**config.mk**
```make
export PLATFORM = sky130hd
export DESIGN_NAME = midrange_insn_decoder
export DESIGN_NICKNAME = d
export VERILOG_FILES = /design/src/hdl/insn_decoder_pkg.sv /design/src/hdl/midrange_insn_decoder.sv
export SDC_FILE = /design/constraint.sdc
export NUM_CORES = 2
export LEC_CHECK = 0
export BUFFER_PORTS_ARGS = -buffer_cell sky130_fd_sc_hd__buf_2
export CAP_MARGIN = 20
export CORE_ASPECT_RATIO = 2
export CORE_UTILIZATION = 25
export DETAILED_ROUTE_END_ITERATION = 16
export GPL_ROUTABILITY_DRIVEN = 0
export PLACE_DENSITY_LB_ADDON = 0.08
export SYNTH_ARGS = -nofsm -noshare
export SYNTH_HDL_FRONTEND = slang
export SYNTH_SLANG_ARGS = --single-unit
```
**constraint.sdc**
```tcl
create_clock -name clk -period 26.7 [get_ports clk]
set_clock_uncertainty 0.15 [all_clocks]
set_input_delay 2.67 -clock clk [delete_from_list [all_inputs] [get_ports clk]]
set_output_delay 2.67 -clock clk [all_outputs]
set_load 0.03 [all_outputs]
```
**src/hdl/insn_decoder_pkg.sv**
```systemverilog
// Constants for the 14-bit instruction decoder and its register port.
// Assumes one 40 MHz clock; four clocks stand for one oscillator-derived quarter cycle each.
package insn_decoder_pkg;
  localparam int INSN_W = 14;
  localparam int PC_W = 13;
  localparam int FILE_DEPTH = 128;
  localparam logic [1:0] PHASE_LAST = 2'h3;
  localparam logic [INSN_W-1:0] NOP_WORD = 14'h0000;
  // Instruction classes, taken from the two top bits.
  localparam logic [1:0] CLS_BYTE = 2'h0;
  localparam logic [1:0] CLS_BIT = 2'h1;
  localparam logic [1:0] CLS_JUMP = 2'h2;
  localparam logic [1:0] CLS_LIT = 2'h3;
  // Byte-oriented sub-opcodes.
  localparam logic [3:0] OP_MISC = 4'h0;
  localparam logic [3:0] OP_CLR = 4'h1;
  localparam logic [3:0] OP_SUB = 4'h2;
  localparam logic [3:0] OP_DEC = 4'h3;
  localparam logic [3:0] OP_IOR = 4'h4;
  localparam logic [3:0] OP_AND = 4'h5;
  localparam logic [3:0] OP_XOR = 4'h6;
  localparam logic [3:0] OP_ADD = 4'h7;
  localparam logic [3:0] OP_MOV = 4'h8;
  localparam logic [3:0] OP_COM = 4'h9;
  localparam logic [3:0] OP_INC = 4'hA;
  localparam logic [3:0] OP_DECSKIP = 4'hB;
  localparam logic [3:0] OP_RRC = 4'hC;
  localparam logic [3:0] OP_RLC = 4'hD;
  localparam logic [3:0] OP_SWAP = 4'hE;
  localparam logic [3:0] OP_INCSKIP = 4'hF;
  // Low byte of control words in the misc group.
  localparam logic [7:0] CTL_RETURN = 8'h08;
  localparam logic [7:0] CTL_RETINT = 8'h09;
  localparam logic [7:0] CTL_STANDBY = 8'h63;
  localparam logic [7:0] CTL_CLRWATCH = 8'h64;
  localparam logic [7:0] NOP_MASK = 8'h9F;
  // Bit-oriented sub-opcodes.
  localparam logic [1:0] BOP_CLR = 2'h0;
  localparam logic [1:0] BOP_SET = 2'h1;
  localparam logic [1:0] BOP_SKIPCLR = 2'h2;
  localparam logic [1:0] BOP_SKIPSET = 2'h3;
  // Special file addresses.
  localparam logic [6:0] PORT_ADDR = 7'h06;
  localparam logic [6:0] TIMER0_ADDR = 7'h01;
  // Register port byte addresses.
  localparam logic [3:0] REG_CTRL = 4'h0;
  localparam logic [3:0] REG_FLAGS = 4'h4;
  localparam logic [3:0] REG_ACC = 4'h8;
  localparam logic [3:0] REG_PC = 4'hC;
  localparam int CTRL_RUN = 0;
  localparam int CTRL_WAKE = 1;
  typedef enum logic {st_active, st_standby} run_state_type;
endpackage

```
**src/hdl/midrange_insn_decoder.sv**
```systemverilog
// Decoder and sequencer for a 14-bit instruction word, with its file, accumulator and stack.
// Program memory answers combinationally on the same clock; software uses Avalon-MM.
//
// The register addresses and the Avalon-MM slave port were left to the implementer.
`timescale 1ns/100ps
`default_nettype none
module midrange_insn_decoder #(
  parameter int STACK_DEPTH = 8
) (
  input wire logic clk,
  input wire logic rst_n,
  input wire logic [3:0] address,
  input wire logic read,
  input wire logic write,
  input wire logic [31:0] writedata,
  output logic [31:0] readdata,
  output logic waitrequest,
  output logic [insn_decoder_pkg::PC_W-1:0] prog_addr,
  input wire logic [insn_decoder_pkg::INSN_W-1:0] prog_word,
  input wire logic [7:0] port_pins,
  output logic [7:0] port_latch,
  input wire logic prescaler_on_timer0,
  output logic prescaler_clear,
  output logic watch_timer_clear
);
  localparam int SP_W = $clog2(STACK_DEPTH);

  logic [1:0] phase;
  logic run_enable;
  insn_decoder_pkg::run_state_type state;
  logic [insn_decoder_pkg::INSN_W-1:0] insn;
  logic flush;
  logic [insn_decoder_pkg::PC_W-1:0] program_counter_reg;
  logic [7:0] w_reg;
  logic carry_flag;
  logic digit_carry_flag;
  logic zero_flag;
  logic timeout_status_bit;
  logic powerdown_status_bit;
  logic [7:0] file_mem [insn_decoder_pkg::FILE_DEPTH];
  logic [insn_decoder_pkg::PC_W-1:0] stack_mem [STACK_DEPTH];
  logic [SP_W-1:0] sp;
  logic [7:0] pin_s1;
  logic [7:0] pin_s2;
  logic [7:0] pin_s3;
  logic [7:0] pin_level;
  logic rd_done;

  // Add with carry in; returns {carry, digit carry, sum}.
  function automatic logic [9:0] add_full(input logic [7:0] a, input logic [7:0] b,
                                          input logic ci);
    logic [4:0] lo;
    logic [4:0] hi;
    lo = {1'b0, a[3:0]} + {1'b0, b[3:0]} + {4'h0, ci};
    hi = {1'b0, a[7:4]} + {1'b0, b[7:4]} + {4'h0, lo[4]};
    return {hi[4], lo[4], hi[3:0], lo[3:0]};
  endfunction

  wire [1:0] cls = insn[13:12];
  wire [3:0] sub = insn[11:8];
  wire dsel = insn[7];
  wire [6:0] fsel = insn[6:0];
  wire [2:0] bsel = insn[9:7];
  wire [1:0] bop = insn[11:10];
  wire [7:0] lit = insn[7:0];
  wire [10:0] k11 = insn[10:0];
  wire [insn_decoder_pkg::PC_W-1:0] stack_top = stack_mem[sp - SP_W'(1)];
  wire [insn_decoder_pkg::PC_W-1:0] pc_inc = program_counter_reg + 13'h0001;
  // Port reads always see the pins, so a read-modify-write writes back pin levels.
  wire [7:0] opnd = (fsel == insn_decoder_pkg::PORT_ADDR) ? pin_level : file_mem[fsel];
  wire exec_now = (phase == insn_decoder_pkg::PHASE_LAST) && run_enable &&
                  (state == insn_decoder_pkg::st_active);
  wire do_insn = exec_now && !flush;
  wire bit_val = opnd[bsel];
  wire [9:0] add_wf = add_full(opnd, w_reg, 1'b0);
  wire [9:0] sub_wf = add_full(opnd, ~w_reg, 1'b1);
  wire [9:0] add_wl = add_full(lit, w_reg, 1'b0);
  wire [9:0] sub_wl = add_full(lit, ~w_reg, 1'b1);

  logic [7:0] res;
  logic use_dest;
  logic wr_w;
  logic upd_c;
  logic upd_dc;
  logic upd_z;
  logic new_c;
  logic new_dc;
  logic skip;
  logic jump;
  logic [insn_decoder_pkg::PC_W-1:0] target;
  logic push;
  logic pop;
  logic go_sleep;
  logic kick_watch;
  logic bit_write;

  always_comb
  begin
    res = opnd;
    use_dest = 1'b0;
    wr_w = 1'b0;
    bit_write = 1'b0;
    upd_c = 1'b0;
    upd_dc = 1'b0;
    upd_z = 1'b0;
    new_c = carry_flag;
    new_dc = digit_carry_flag;
    skip = 1'b0;
    jump = 1'b0;
    target = pc_inc;
    push = 1'b0;
    pop = 1'b0;
    go_sleep = 1'b0;
    kick_watch = 1'b0;
    case (cls)
      insn_decoder_pkg::CLS_BYTE:
      begin
        use_dest = 1'b1;
        upd_z = 1'b1;
        case (sub)
          insn_decoder_pkg::OP_MISC:
          begin
            use_dest = 1'b0;
            upd_z = 1'b0;
            res = w_reg;
            if (dsel)
              bit_write = 1'b1;
            else if (lit == insn_decoder_pkg::CTL_RETURN ||
                     lit == insn_decoder_pkg::CTL_RETINT)
            begin
              jump = 1'b1;
              pop = 1'b1;
              target = stack_top;
            end
            else if (lit == insn_decoder_pkg::CTL_STANDBY)
              go_sleep = 1'b1;
            else if (lit == insn_decoder_pkg::CTL_CLRWATCH)
              kick_watch = 1'b1;
            // Every other word here, the plain no-op included, does nothing.
          end
          insn_decoder_pkg::OP_CLR: res = 8'h00;
          insn_decoder_pkg::OP_SUB:
          begin
            {new_c, new_dc, res} = sub_wf;
            upd_c = 1'b1;
            upd_dc = 1'b1;
          end
          insn_decoder_pkg::OP_DEC: res = opnd - 8'h01;
          insn_decoder_pkg::OP_IOR: res = opnd | w_reg;
          insn_decoder_pkg::OP_AND: res = opnd & w_reg;
          insn_decoder_pkg::OP_XOR: res = opnd ^ w_reg;
          insn_decoder_pkg::OP_ADD:
          begin
            {new_c, new_dc, res} = add_wf;
            upd_c = 1'b1;
            upd_dc = 1'b1;
          end
          insn_decoder_pkg::OP_MOV: res = opnd;
          insn_decoder_pkg::OP_COM: res = ~opnd;
          insn_decoder_pkg::OP_INC: res = opnd + 8'h01;
          insn_decoder_pkg::OP_DECSKIP:
          begin
            res = opnd - 8'h01;
            upd_z = 1'b0;
            skip = (res == 8'h00);
          end
          insn_decoder_pkg::OP_INCSKIP:
          begin
            res = opnd + 8'h01;
            upd_z = 1'b0;
            skip = (res == 8'h00);
          end
          insn_decoder_pkg::OP_RRC:
          begin
            {res, new_c} = {carry_flag, opnd};
            upd_z = 1'b0;
            upd_c = 1'b1;
          end
          insn_decoder_pkg::OP_RLC:
          begin
            {new_c, res} = {opnd, carry_flag};
            upd_z = 1'b0;
            upd_c = 1'b1;
          end
          insn_decoder_pkg::OP_SWAP:
          begin
            res = {opnd[3:0], opnd[7:4]};
            upd_z = 1'b0;
          end
          default: res = opnd;
        endcase
        // The clear group with d clear is the accumulator clear.
        wr_w = use_dest && !dsel;
      end
      insn_decoder_pkg::CLS_BIT:
      begin
        case (bop)
          insn_decoder_pkg::BOP_CLR:
          begin
            res[bsel] = 1'b0;
            bit_write = 1'b1;
          end
          insn_decoder_pkg::BOP_SET:
          begin
            res[bsel] = 1'b1;
            bit_write = 1'b1;
          end
          insn_decoder_pkg::BOP_SKIPCLR: skip = !bit_val;
          insn_decoder_pkg::BOP_SKIPSET: skip = bit_val;
          default: skip = 1'b0;
        endcase
      end
      insn_decoder_pkg::CLS_JUMP:
      begin
        jump = 1'b1;
        push = !insn[11];
        target = {program_counter_reg[12:11], k11};
      end
      insn_decoder_pkg::CLS_LIT:
      begin
        wr_w = 1'b1;
        upd_z = 1'b1;
        casez (sub)
          4'b00??:
          begin
            res = lit;
            upd_z = 1'b0;
          end
          4'b01??:
          begin
            res = lit;
            upd_z = 1'b0;
            jump = 1'b1;
            pop = 1'b1;
            target = stack_top;
          end
          4'b1000: res = lit | w_reg;
          4'b1001: res = lit & w_reg;
          4'b1010: res = lit ^ w_reg;
          4'b110?:
          begin
            {new_c, new_dc, res} = sub_wl;
            upd_c = 1'b1;
            upd_dc = 1'b1;
          end
          4'b111?:
          begin
            {new_c, new_dc, res} = add_wl;
            upd_c = 1'b1;
            upd_dc = 1'b1;
          end
          default:
          begin
            wr_w = 1'b0;
            upd_z = 1'b0;
          end
        endcase
      end
      default: res = opnd;
    endcase
  end

  wire wr_f = (use_dest && dsel) || bit_write;
  wire file_write = do_insn && wr_f;
  wire next_flush = do_insn && (skip || jump);
  wire flags_hit = (address == insn_decoder_pkg::REG_FLAGS);
  wire [31:0] read_mux =
    (address == insn_decoder_pkg::REG_CTRL) ? {31'h0, run_enable} :
    flags_hit ? {26'h0, state == insn_decoder_pkg::st_standby, timeout_status_bit,
                 powerdown_status_bit, zero_flag, digit_carry_flag, carry_flag} :
    (address == insn_decoder_pkg::REG_ACC) ? {24'h0, w_reg} :
    (address == insn_decoder_pkg::REG_PC) ? {19'h0, program_counter_reg} : 32'h0;
  wire ctrl_write = write && (address == insn_decoder_pkg::REG_CTRL);

  assign waitrequest = read && !rd_done;
  assign prog_addr = program_counter_reg;

  // Quarter-cycle counter: four clocks make one instruction cycle.
  always_ff @(posedge clk or negedge rst_n)
  begin
    if (!rst_n)
      phase <= 2'h0;
    else
      phase <= phase + 2'h1;
  end

  // Reads take one wait state so read data come from a flop.
  always_ff @(posedge clk or negedge rst_n)
  begin
    if (!rst_n)
    begin
      rd_done <= 1'b0;
      readdata <= 32'h0;
      run_enable <= 1'b0;
    end
    else
    begin
      rd_done <= read && !rd_done;
      if (read && !rd_done)
        readdata <= read_mux;
      if (ctrl_write)
        run_enable <= writedata[insn_decoder_pkg::CTRL_RUN];
    end
  end

  // Pins come from outside; the first stage feeds only the second.
  always_ff @(posedge clk or negedge rst_n)
  begin
    if (!rst_n)
    begin
      pin_s1 <= 8'h00;
      pin_s2 <= 8'h00;
      pin_s3 <= 8'h00;
      pin_level <= 8'h00;
    end
    else
    begin
      pin_s1 <= port_pins;
      pin_s2 <= pin_s1;
      pin_s3 <= pin_s2;
      if (pin_s2 == pin_s3)
        pin_level <= pin_s3;
    end
  end

  // Fetch and sequence: the fetched word is discarded when flush is set.
  always_ff @(posedge clk or negedge rst_n)
  begin
    if (!rst_n)
    begin
      insn <= insn_decoder_pkg::NOP_WORD;
      flush <= 1'b0;
      program_counter_reg <= '0;
      state <= insn_decoder_pkg::st_active;
      sp <= '0;
    end
    else
    begin
      case (state)
        insn_decoder_pkg::st_active:
          if (exec_now)
          begin
            flush <= next_flush;
            // The word after the standby word is fetched now, so it runs first after wake
            // instead of the standby word sending the core straight back to sleep.
            if (do_insn && go_sleep)
              state <= insn_decoder_pkg::st_standby;
            insn <= prog_word;
            program_counter_reg <= (do_insn && jump) ? target : pc_inc;
            if (do_insn && push)
              sp <= sp + SP_W'(1);
            else if (do_insn && pop)
              sp <= sp - SP_W'(1);
          end
        insn_decoder_pkg::st_standby:
          if (ctrl_write && writedata[insn_decoder_pkg::CTRL_WAKE])
            state <= insn_decoder_pkg::st_active;
        default: state <= insn_decoder_pkg::st_active;
      endcase
    end
  end

  always_ff @(posedge clk)
  begin
    if (do_insn && push)
      stack_mem[sp] <= program_counter_reg;
    if (file_write && fsel != insn_decoder_pkg::PORT_ADDR)
      file_mem[fsel] <= res;
  end

  // Accumulator, status flags and side-effect pulses.
  always_ff @(posedge clk or negedge rst_n)
  begin
    if (!rst_n)
    begin
      w_reg <= 8'h00;
      carry_flag <= 1'b0;
      digit_carry_flag <= 1'b0;
      zero_flag <= 1'b0;
      timeout_status_bit <= 1'b1;
      powerdown_status_bit <= 1'b1;
      port_latch <= 8'h00;
      prescaler_clear <= 1'b0;
      watch_timer_clear <= 1'b0;
    end
    else
    begin
      prescaler_clear <= file_write && (fsel == insn_decoder_pkg::TIMER0_ADDR) &&
                         prescaler_on_timer0;
      watch_timer_clear <= do_insn && (kick_watch || go_sleep);
      if (file_write && fsel == insn_decoder_pkg::PORT_ADDR)
        port_latch <= res;
      if (do_insn)
      begin
        if (wr_w)
          w_reg <= res;
        if (upd_c)
          carry_flag <= new_c;
        if (upd_dc)
          digit_carry_flag <= new_dc;
        if (upd_z)
          zero_flag <= (res == 8'h00);
        if (go_sleep || kick_watch)
        begin
          timeout_status_bit <= 1'b1;
          powerdown_status_bit <= !go_sleep;
        end
      end
    end
  end

  a_phase_wrap: assert property (@(posedge clk) disable iff (!rst_n)
    (phase == 2'h0) |-> ##3 (phase == 2'h3) ##1 (phase == 2'h0))
    else $error("instruction cycle is not four clocks");
  a_skip_flush: assert property (@(posedge clk) disable iff (!rst_n)
    (do_insn && (skip || jump)) |=> flush)
    else $error("skip or jump did not flush the next word");
  a_flush_is_nop: assert property (@(posedge clk) disable iff (!rst_n)
    (exec_now && flush) |=> (!flush && $stable(w_reg) && $stable(zero_flag)))
    else $error("flushed word was executed");
  a_decskip_flags: assert property (@(posedge clk) disable iff (!rst_n)
    (do_insn && cls == insn_decoder_pkg::CLS_BYTE && sub == insn_decoder_pkg::OP_DECSKIP)
    |=> ($stable(zero_flag) && $stable(carry_flag) && $stable(digit_carry_flag)))
    else $error("decrement-skip changed a flag");
  a_incskip_flags: assert property (@(posedge clk) disable iff (!rst_n)
    (do_insn && cls == insn_decoder_pkg::CLS_BYTE && sub == insn_decoder_pkg::OP_INCSKIP)
    |=> ($stable(zero_flag) && $stable(carry_flag) && $stable(digit_carry_flag)))
    else $error("increment-skip changed a flag");
  a_or_zero_only: assert property (@(posedge clk) disable iff (!rst_n)
    (do_insn && cls == insn_decoder_pkg::CLS_BYTE && sub == insn_decoder_pkg::OP_IOR)
    |=> ($stable(carry_flag) && (zero_flag == ($past(res) == 8'h00))))
    else $error("file OR flag update wrong");
  a_rotate_carry: assert property (@(posedge clk) disable iff (!rst_n)
    (do_insn && cls == insn_decoder_pkg::CLS_BYTE && sub == insn_decoder_pkg::OP_RLC)
    |=> ($stable(zero_flag) && carry_flag == $past(opnd[7])))
    else $error("rotate left carry wrong");
  a_return_lit: assert property (@(posedge clk) disable iff (!rst_n)
    (do_insn && cls == insn_decoder_pkg::CLS_LIT && sub[3:2] == 2'h1)
    |=> (program_counter_reg == $past(stack_top) && w_reg == $past(lit) && flush))
    else $error("return with literal wrong");
  a_standby_bits: assert property (@(posedge clk) disable iff (!rst_n)
    (do_insn && go_sleep) |=> (timeout_status_bit && !powerdown_status_bit &&
    state == insn_decoder_pkg::st_standby))
    else $error("standby status bits wrong");
  a_timer_clear: assert property (@(posedge clk) disable iff (!rst_n)
    (file_write && fsel == insn_decoder_pkg::TIMER0_ADDR && prescaler_on_timer0)
    |=> prescaler_clear)
    else $error("timer write missed prescaler clear");
endmodule
`default_nettype wire
```
# Word level (Yosys, flattened, before mapping)
# Memory sizes are Yosys's and may differ from the RTL's.
# Index checks and enable logic that the tools add are counted.
# totals
regBits	122
ram_bits	1128
inputBits	63
out_inout_bits	56
word_cells	226
n_memories	2
# classes
add_sub_neg	20
order_cmp	2
eq_ne	39
mux	73
n_bitwise	12
reduce_logical	56
# mem_list
memory	depth	word_bits	rd	rd_clocked_by_memory_dff	wr	line	text
file_mem	128	8	1	0	1	midrange_insn_decoder.sv:40	logic [7:0] file_mem [insn_decoder_pkg::FILE_DEPTH];
stack_mem	8	13	1	0	1	midrange_insn_decoder.sv:41	logic [insn_decoder_pkg::PC_W-1:0] stack_mem [STACK_DEPTH];
# ops
operator	count
$mux W13	9
$pmux W8 S14	1
$pmux W8 S6	1
$add A4 B4 Y5	8
$eq A4 B4 Y1 const B	10
$pmux W13 S3	1
$mux W1	37
$pmux W1 S2	15
$and A8 B8 Y8	3
$logic_not A8 Y1	3
$not A8 Y8	3
$or A8 B8 Y8	3
$pmux W8 S3	1
$add A5 B1 Y5	4
$eq A4 B3 Y1 const B	5
$logic_and A1 B1 Y1	20
$eq A8 B4 Y1 const B	2
$eq A8 B7 Y1 const B	2
$pmux W8 S2	1
$xor A8 B8 Y8	2
$add A13 B1 Y13 const B	1
$add A5 B1 Y5 const B	2
$eq A2 B2 Y1 const B	5
$reduce_and A5 Y1	2
38 further kinds	61

# Logic depth before layout (Yosys ltp)
# logic_depth
ltp_word	10
ltp_mapped	29
mapped_depth_nobuf	22

# Worst setup path after synthesis
# No wires, ideal clock.
# synth_path
path_type	register -> register
start	reg insn[1] (netlist bit)
end	mem file_mem[0][5] (data pin)
arrival_time_ns	9.788
path_slack_ns	15.538
path_stages_with_launch	25
cell_sequence	dfrtp_1 > buf_6 > buf_6 > buf_6 > buf_6 > buf_6 > mux2_2 > a221oi_1 > a31oi_1 > a211oi_2 > a21oi_1 > buf_2 > ha_1 > fa_1 > a21o_1 > a21oi_1 > fa_1 > fa_1 > a21oi_1 > a22oi_1 > o211ai_1 > a211oi_1 > o311ai_0 > a221oi_1 > o21ai_0
# synth_via
elab_chain_cells	7
word_cells_on_any_way	27
# synth_rtl
element	line	text
start, declared	midrange_insn_decoder.sv:31	logic [insn_decoder_pkg::INSN_W-1:0] insn;
start signal, assigned	midrange_insn_decoder.sv:331	insn <= insn_decoder_pkg::NOP_WORD;
start signal, assigned	midrange_insn_decoder.sv:348	insn <= prog_word;
$mem_v2 Z128 W8 or $eq A7 B3 Y1 (tied branches)	n/a	
$mux W8	midrange_insn_decoder.sv:70	wire [7:0] opnd = (fsel == insn_decoder_pkg::PORT_ADDR) ? pin_level : file_mem[fsel];
$add A4 B4 Y5	midrange_insn_decoder.sv:54	lo = {1'b0, a[3:0]} + {1'b0, b[3:0]} + {4'h0, ci};
$add A5 B1 Y5	midrange_insn_decoder.sv:54	
$add A5 B1 Y5	midrange_insn_decoder.sv:55	hi = {1'b0, a[7:4]} + {1'b0, b[7:4]} + {4'h0, lo[4]};
$pmux W8 S14	midrange_insn_decoder.sv:120	case (sub)
$pmux W8 S3 *	midrange_insn_decoder.sv:115	case (cls)
via res[5]	midrange_insn_decoder.sv:80	logic [7:0] res;
end, declared	midrange_insn_decoder.sv:40	
# The timed path passes the listed nets; every way through them passes the cells marked *.

# Final worst setup path
# layout_path
start	reg insn[2] (netlist bit)
end	reg port_latch[5]
# layout_via
elab_chain_cells	7
word_cells_on_any_way	28
# layout_rtl
element	line	text
$mem_v2 Z128 W8 or $eq A7 B3 Y1 (tied branches)	n/a	
$mux W8	midrange_insn_decoder.sv:70	
$add A4 B4 Y5	midrange_insn_decoder.sv:54	
$add A5 B1 Y5	midrange_insn_decoder.sv:54	
$add A5 B1 Y5	midrange_insn_decoder.sv:55	
$pmux W8 S14	midrange_insn_decoder.sv:120	
$pmux W8 S3 *	midrange_insn_decoder.sv:115	
via res[5]	midrange_insn_decoder.sv:80	
end signal, assigned	midrange_insn_decoder.sv:392	port_latch <= res;
end, declared	midrange_insn_decoder.sv:21	output logic [7:0] port_latch,
# Marked as above.
# A chain may end at the register's enable or synchronous reset.

==> flow_summary.json <==
{
  "outcome": "finished clean",
  "critical_path.slowest_cell": "sky130_fd_sc_hd__dfrtp_2",
  "p_sw_share_pct": 43.2,
  "worst_ir_drop_vdd_v": 0.000246,
  "setup_tns_ns": 0,
  "grt_pass1_vias": 31300,
  "layout_setup_ws_ns": 17.29,
  "clock_path_buffers": 3,
  "post_synth_instance_area_mm2": 0.0525,
  "die-height_um": 650,
  "synth_sequential_area_ratio_pct": 69.2,
  "path_max_fanout": 78,
  "place_hpwl_um": 132000,
  "cts_inserted_buffers": 114,
  "critPathBufInv": 7,
  "proportion_of_power_drawn_by_the_clock_network_pct": 19.0,
  "dieWidth_um": 326,
  "fin_util_pct": 28.8,
  "antenna_violating_nets_post_route": 0,
  "fin_crit_sh_pct": 35.2,
  "cts_resized": 0,
  "dominantRegCellSynth": "sky130_fd_sc_hd__edfxtp_1",
  "placementRows": 237,
  "maxCapViolCount": 0,
  "flip_flop_count_of_the_largest_register_all_copies_and_words_added": 1020,
  "postSynth.asyncResetShare_pct": 8.39,
  "timing.slew.headroom_pct": 21.4,
  "wire_length_of_the_first_global_routing_pass_um": 262000,
  "grt_use_total_pct": 17.8,
  "pin_count_of_the_biggest_net_entering_global_routing": 102,
  "drc": 0,
  "clk_pin_slew_ns": 0.07,
  "number_of_enable_flip_flop_cells_after_synthesis": 1124,
  "cts_sinks": 1227,
  "tightestPinTransition_ns": 1.18,
  "cp_top_family": "compound AO/OA/AOI/OAI gates",
  "top_flop_regs": "file_mem: 1020 flops, stack_mem: 104 flops, insn: 14 flops",
  "tritoncts_clock_tree": "built",
  "cts_setup_buffers": 0,
  "power.share.sequential_pct": 36.6,
  "placedInstanceArea_mm2": 0.0561,
  "setup_repair_after_global_routing_missed_its_margin": "false",
  "crit_path_start_kind": "flop",
  "worst-setup-path-type": "flop to flop",
  "most_repeated_library_cell_on_the_critical_path": "sky130_fd_sc_hd__buf_4",
  "synthDistinctLibCells": 99,
  "maxClockFrequency_ghz": 0.106,
  "final_cell_area_mm2": 0.0599,
  "synth_cells": 3101,
  "finalSetupViolCount": 0,
  "sum_of_overflow_across_all_layers_after_global_routing": 0,
  "crit_arrival_ns": 9.87,
  "fp.dieArea_mm2": 0.212,
  "cts-htree-levels": 3,
  "layout-drive-gt1-share_pct": 20.5,
  "route.final.wire_length_um": 191000,
  "detail_route.iter0.violations": 2000,
  "synth.ff_latch_count": 1227,
  "slew_violations": 0,
  "dp_worst_setup_slack_ns": 16.88,
  "p_int_mw": 5.07,
  "initial_antenna_violation_count": 4,
  "floorplan.initialDensity_pct": 25.2,
  "layout.nets": 3350,
  "fp.coreArea_mm2": 0.208,
  "postSynthAreaPerCell_um2": 16.9,
  "yosys_warnings": 0,
  "crit_path_end_kind": "flop",
  "longest_individual_stage_delay_on_the_worst_path_ns": 0.93,
  "regMostFlops": "file_mem",
  "hold_violations": 0,
  "hold-worst-slack_ns": 0.200,
  "cellPowerDensity_mw_per_mm2": 149,
  "switching_power_mw": 3.85,
  "layout_min_cycle_time_ns": 9.41,
  "drt_pre_antenna_iters": 5,
  "io_pins": 119,
  "timing.hold.worst.class": "flop to flop",
  "port_buffers": 69,
  "clockRootBuffer": "sky130_fd_sc_hd__clkbuf_16",
  "p_comb_share_pct": 44.4,
  "worst-endpoint-required_ns": 27.16,
  "postCtsHoldBufs": 0,
  "cellLeakagePower_nw": 19.6,
  "area_growth_pct": 14.1,
  "vias": 29300,
  "routedWlPerCell_um": 31.5,
  "detail_route.vias_per_cell": 4.83,
  "clock_insertion_delay_worst_skew_ns": 0.76
}
## logic make-up after synthesis
kind of cell / after synthesis / share of synthesized area (%)
compound gates: 498 / 6.76
xor+xnor: 34 / 0.567
fa+ha+maj: 76 / 1.98
buf+inv: 251 / 2.88
flops: 1227 / 69.2
mux: 424 / 13.4
other cells: 1 / 0.00714
simple gates: 590 / 5.24
## worst paths after layout
check,start,end,slack (ns),depth (start not counted)
max,insn[2]$_DFFE_PN0P_,port_latch[5]$_DFFE_PN0P_,17.29,26
min in group asynchronous,rst_n,port_latch[6]$_DFFE_PN0P_,1.86,1
min reg2reg,pin_s1[7]$_DFF_PN0_,pin_s2[7]$_DFF_PN0_,0.20,0
min,pin_s1[7]$_DFF_PN0_,pin_s2[7]$_DFF_PN0_,0.20,0
max in group asynchronous,rst_n,insn[1]$_DFFE_PN0P_,23.14,2
max reg2reg,insn[2]$_DFFE_PN0P_,port_latch[5]$_DFFE_PN0P_,17.29,26
## cell usage in the layout (no fill, tap or decap), types with 64 or more instances in the layout
cell type / Yosys / final
sky130_fd_sc_hd__clkbuf_16: 0 / 115
sky130_fd_sc_hd__nand2_1: 143 / 136
sky130_fd_sc_hd__mux4_2: 189 / 189
sky130_fd_sc_hd__a21oi_1: 95 / 94
sky130_fd_sc_hd__edfxtp_1: 1124 / 1124
sky130_fd_sc_hd__dfrtp_1: 102 / 95
sky130_fd_sc_hd__buf_4: 48 / 99
sky130_fd_sc_hd__buf_2: 22 / 69
sky130_fd_sc_hd__nor2_1: 221 / 218
sky130_fd_sc_hd__mux2i_1: 160 / 160
sky130_fd_sc_hd__ha_1: 64 / 64
sky130_fd_sc_hd__o21ai_0: 88 / 87
## cell usage after synthesis (15+ instances only)
| cell | number | area [um^2] |
|---|---|---|
| sky130_fd_sc_hd__ha_1 | 64 | 801 |
| sky130_fd_sc_hd__buf_2 | 22 | 110 |
| sky130_fd_sc_hd__a21oi_1 | 95 | 475 |
| sky130_fd_sc_hd__edfxtp_1 | 1124 | 33800 |
| sky130_fd_sc_hd__mux4_2 | 189 | 4260 |
| sky130_fd_sc_hd__and3_1 | 19 | 119 |
| sky130_fd_sc_hd__mux2i_1 | 160 | 1600 |
| sky130_fd_sc_hd__buf_6 | 34 | 383 |
| sky130_fd_sc_hd__nor2_1 | 221 | 830 |
| sky130_fd_sc_hd__xnor2_1 | 26 | 228 |
| sky130_fd_sc_hd__nand2_1 | 143 | 537 |
| sky130_fd_sc_hd__mux2_2 | 54 | 608 |
| sky130_fd_sc_hd__nand3_1 | 59 | 295 |
| sky130_fd_sc_hd__o21ai_0 | 88 | 440 |
| sky130_fd_sc_hd__o211ai_1 | 15 | 113 |
| sky130_fd_sc_hd__a22o_1 | 29 | 254 |
| sky130_fd_sc_hd__clkbuf_1 | 76 | 285 |
| sky130_fd_sc_hd__nor3_1 | 33 | 165 |
| sky130_fd_sc_hd__dfrtp_1 | 102 | 2550 |
| sky130_fd_sc_hd__buf_4 | 48 | 360 |
| sky130_fd_sc_hd__a211oi_1 | 15 | 113 |
| sky130_fd_sc_hd__o221ai_1 | 34 | 298 |
| sky130_fd_sc_hd__a31oi_1 | 20 | 125 |
| sky130_fd_sc_hd__nor2b_1 | 19 | 119 |
| sky130_fd_sc_hd__a221oi_1 | 19 | 166 |
| sky130_fd_sc_hd__a22oi_1 | 58 | 435 |
| sky130_fd_sc_hd__mux4_1 | 21 | 552 |
| sky130_fd_sc_hd__inv_1 | 41 | 154 |
## power groups by stage
stage / sequential, mW / combinational, mW / clock, mW
2_1_floorplan: 3.40 / 2.17 / 0
3_3_place_gp: 3.31 / 3.97 / 0
3_5_place_dp: 3.31 / 4.06 / 0
4_1_cts: 3.27 / 4.06 / 1.74
5_1_grt: 3.27 / 4.21 / 1.80
6_report: 3.26 / 3.96 / 1.69
## worst reg2reg max path, stage by stage, from the launching register on
cell and delay [ns]:
sky130_fd_sc_hd__dfrtp_2 0.93, sky130_fd_sc_hd__buf_4 0.76, sky130_fd_sc_hd__and2_2 0.37, sky130_fd_sc_hd__buf_4 0.36, sky130_fd_sc_hd__nand2_1 0.31, sky130_fd_sc_hd__a31oi_1 0.69
sky130_fd_sc_hd__a22oi_1 0.32, sky130_fd_sc_hd__a21oi_1 0.30, sky130_fd_sc_hd__buf_4 0.32, sky130_fd_sc_hd__inv_1 0.24, sky130_fd_sc_hd__ha_1 0.28, sky130_fd_sc_hd__fa_1 0.44
sky130_fd_sc_hd__nor2_1 0.14, sky130_fd_sc_hd__nor2_1 0.05, sky130_fd_sc_hd__o21bai_1 0.39, sky130_fd_sc_hd__fa_1 0.35, sky130_fd_sc_hd__fa_1 0.45, sky130_fd_sc_hd__a21oi_1 0.14
sky130_fd_sc_hd__o211ai_1 0.11, sky130_fd_sc_hd__a211oi_1 0.21, sky130_fd_sc_hd__o311ai_0 0.17, sky130_fd_sc_hd__a221oi_1 0.43, sky130_fd_sc_hd__o21ai_4 0.11, sky130_fd_sc_hd__buf_4 0.27
sky130_fd_sc_hd__buf_4 0.34, sky130_fd_sc_hd__buf_16 0.23, sky130_fd_sc_hd__mux2_2 0.46
## stage by stage
step                power (mW)  cells
floorplan                 5.57   3123
global placement          7.27   5836
detailed placement        7.37   5840
CTS                       9.08   6055
global route              9.28   6059
finish                    8.92   6062
## final cells by class
class | count | area (um^2)
diodes | 4 | 10.0
clock buffers | 132 | 2940
clock inverters | 83 | 863
fillers | 20700 | 149000
inverters | 48 | 188
multi-input cells | 1645 | 15000
flip-flops and latches | 1227 | 36300
well taps | 2748 | 3440
repair buffers | 175 | 1190
## per-layer routing
metal  vias up  routed length [um]  GRT usage (%)
met5         -                   0              0
met4         0               10200           8.77
met3       277                5290           1.88
met2       741              113000           36.7
met1     15700               62000           16.9
li1      12600                   -              -
Power figures use the tool's default switching activity.
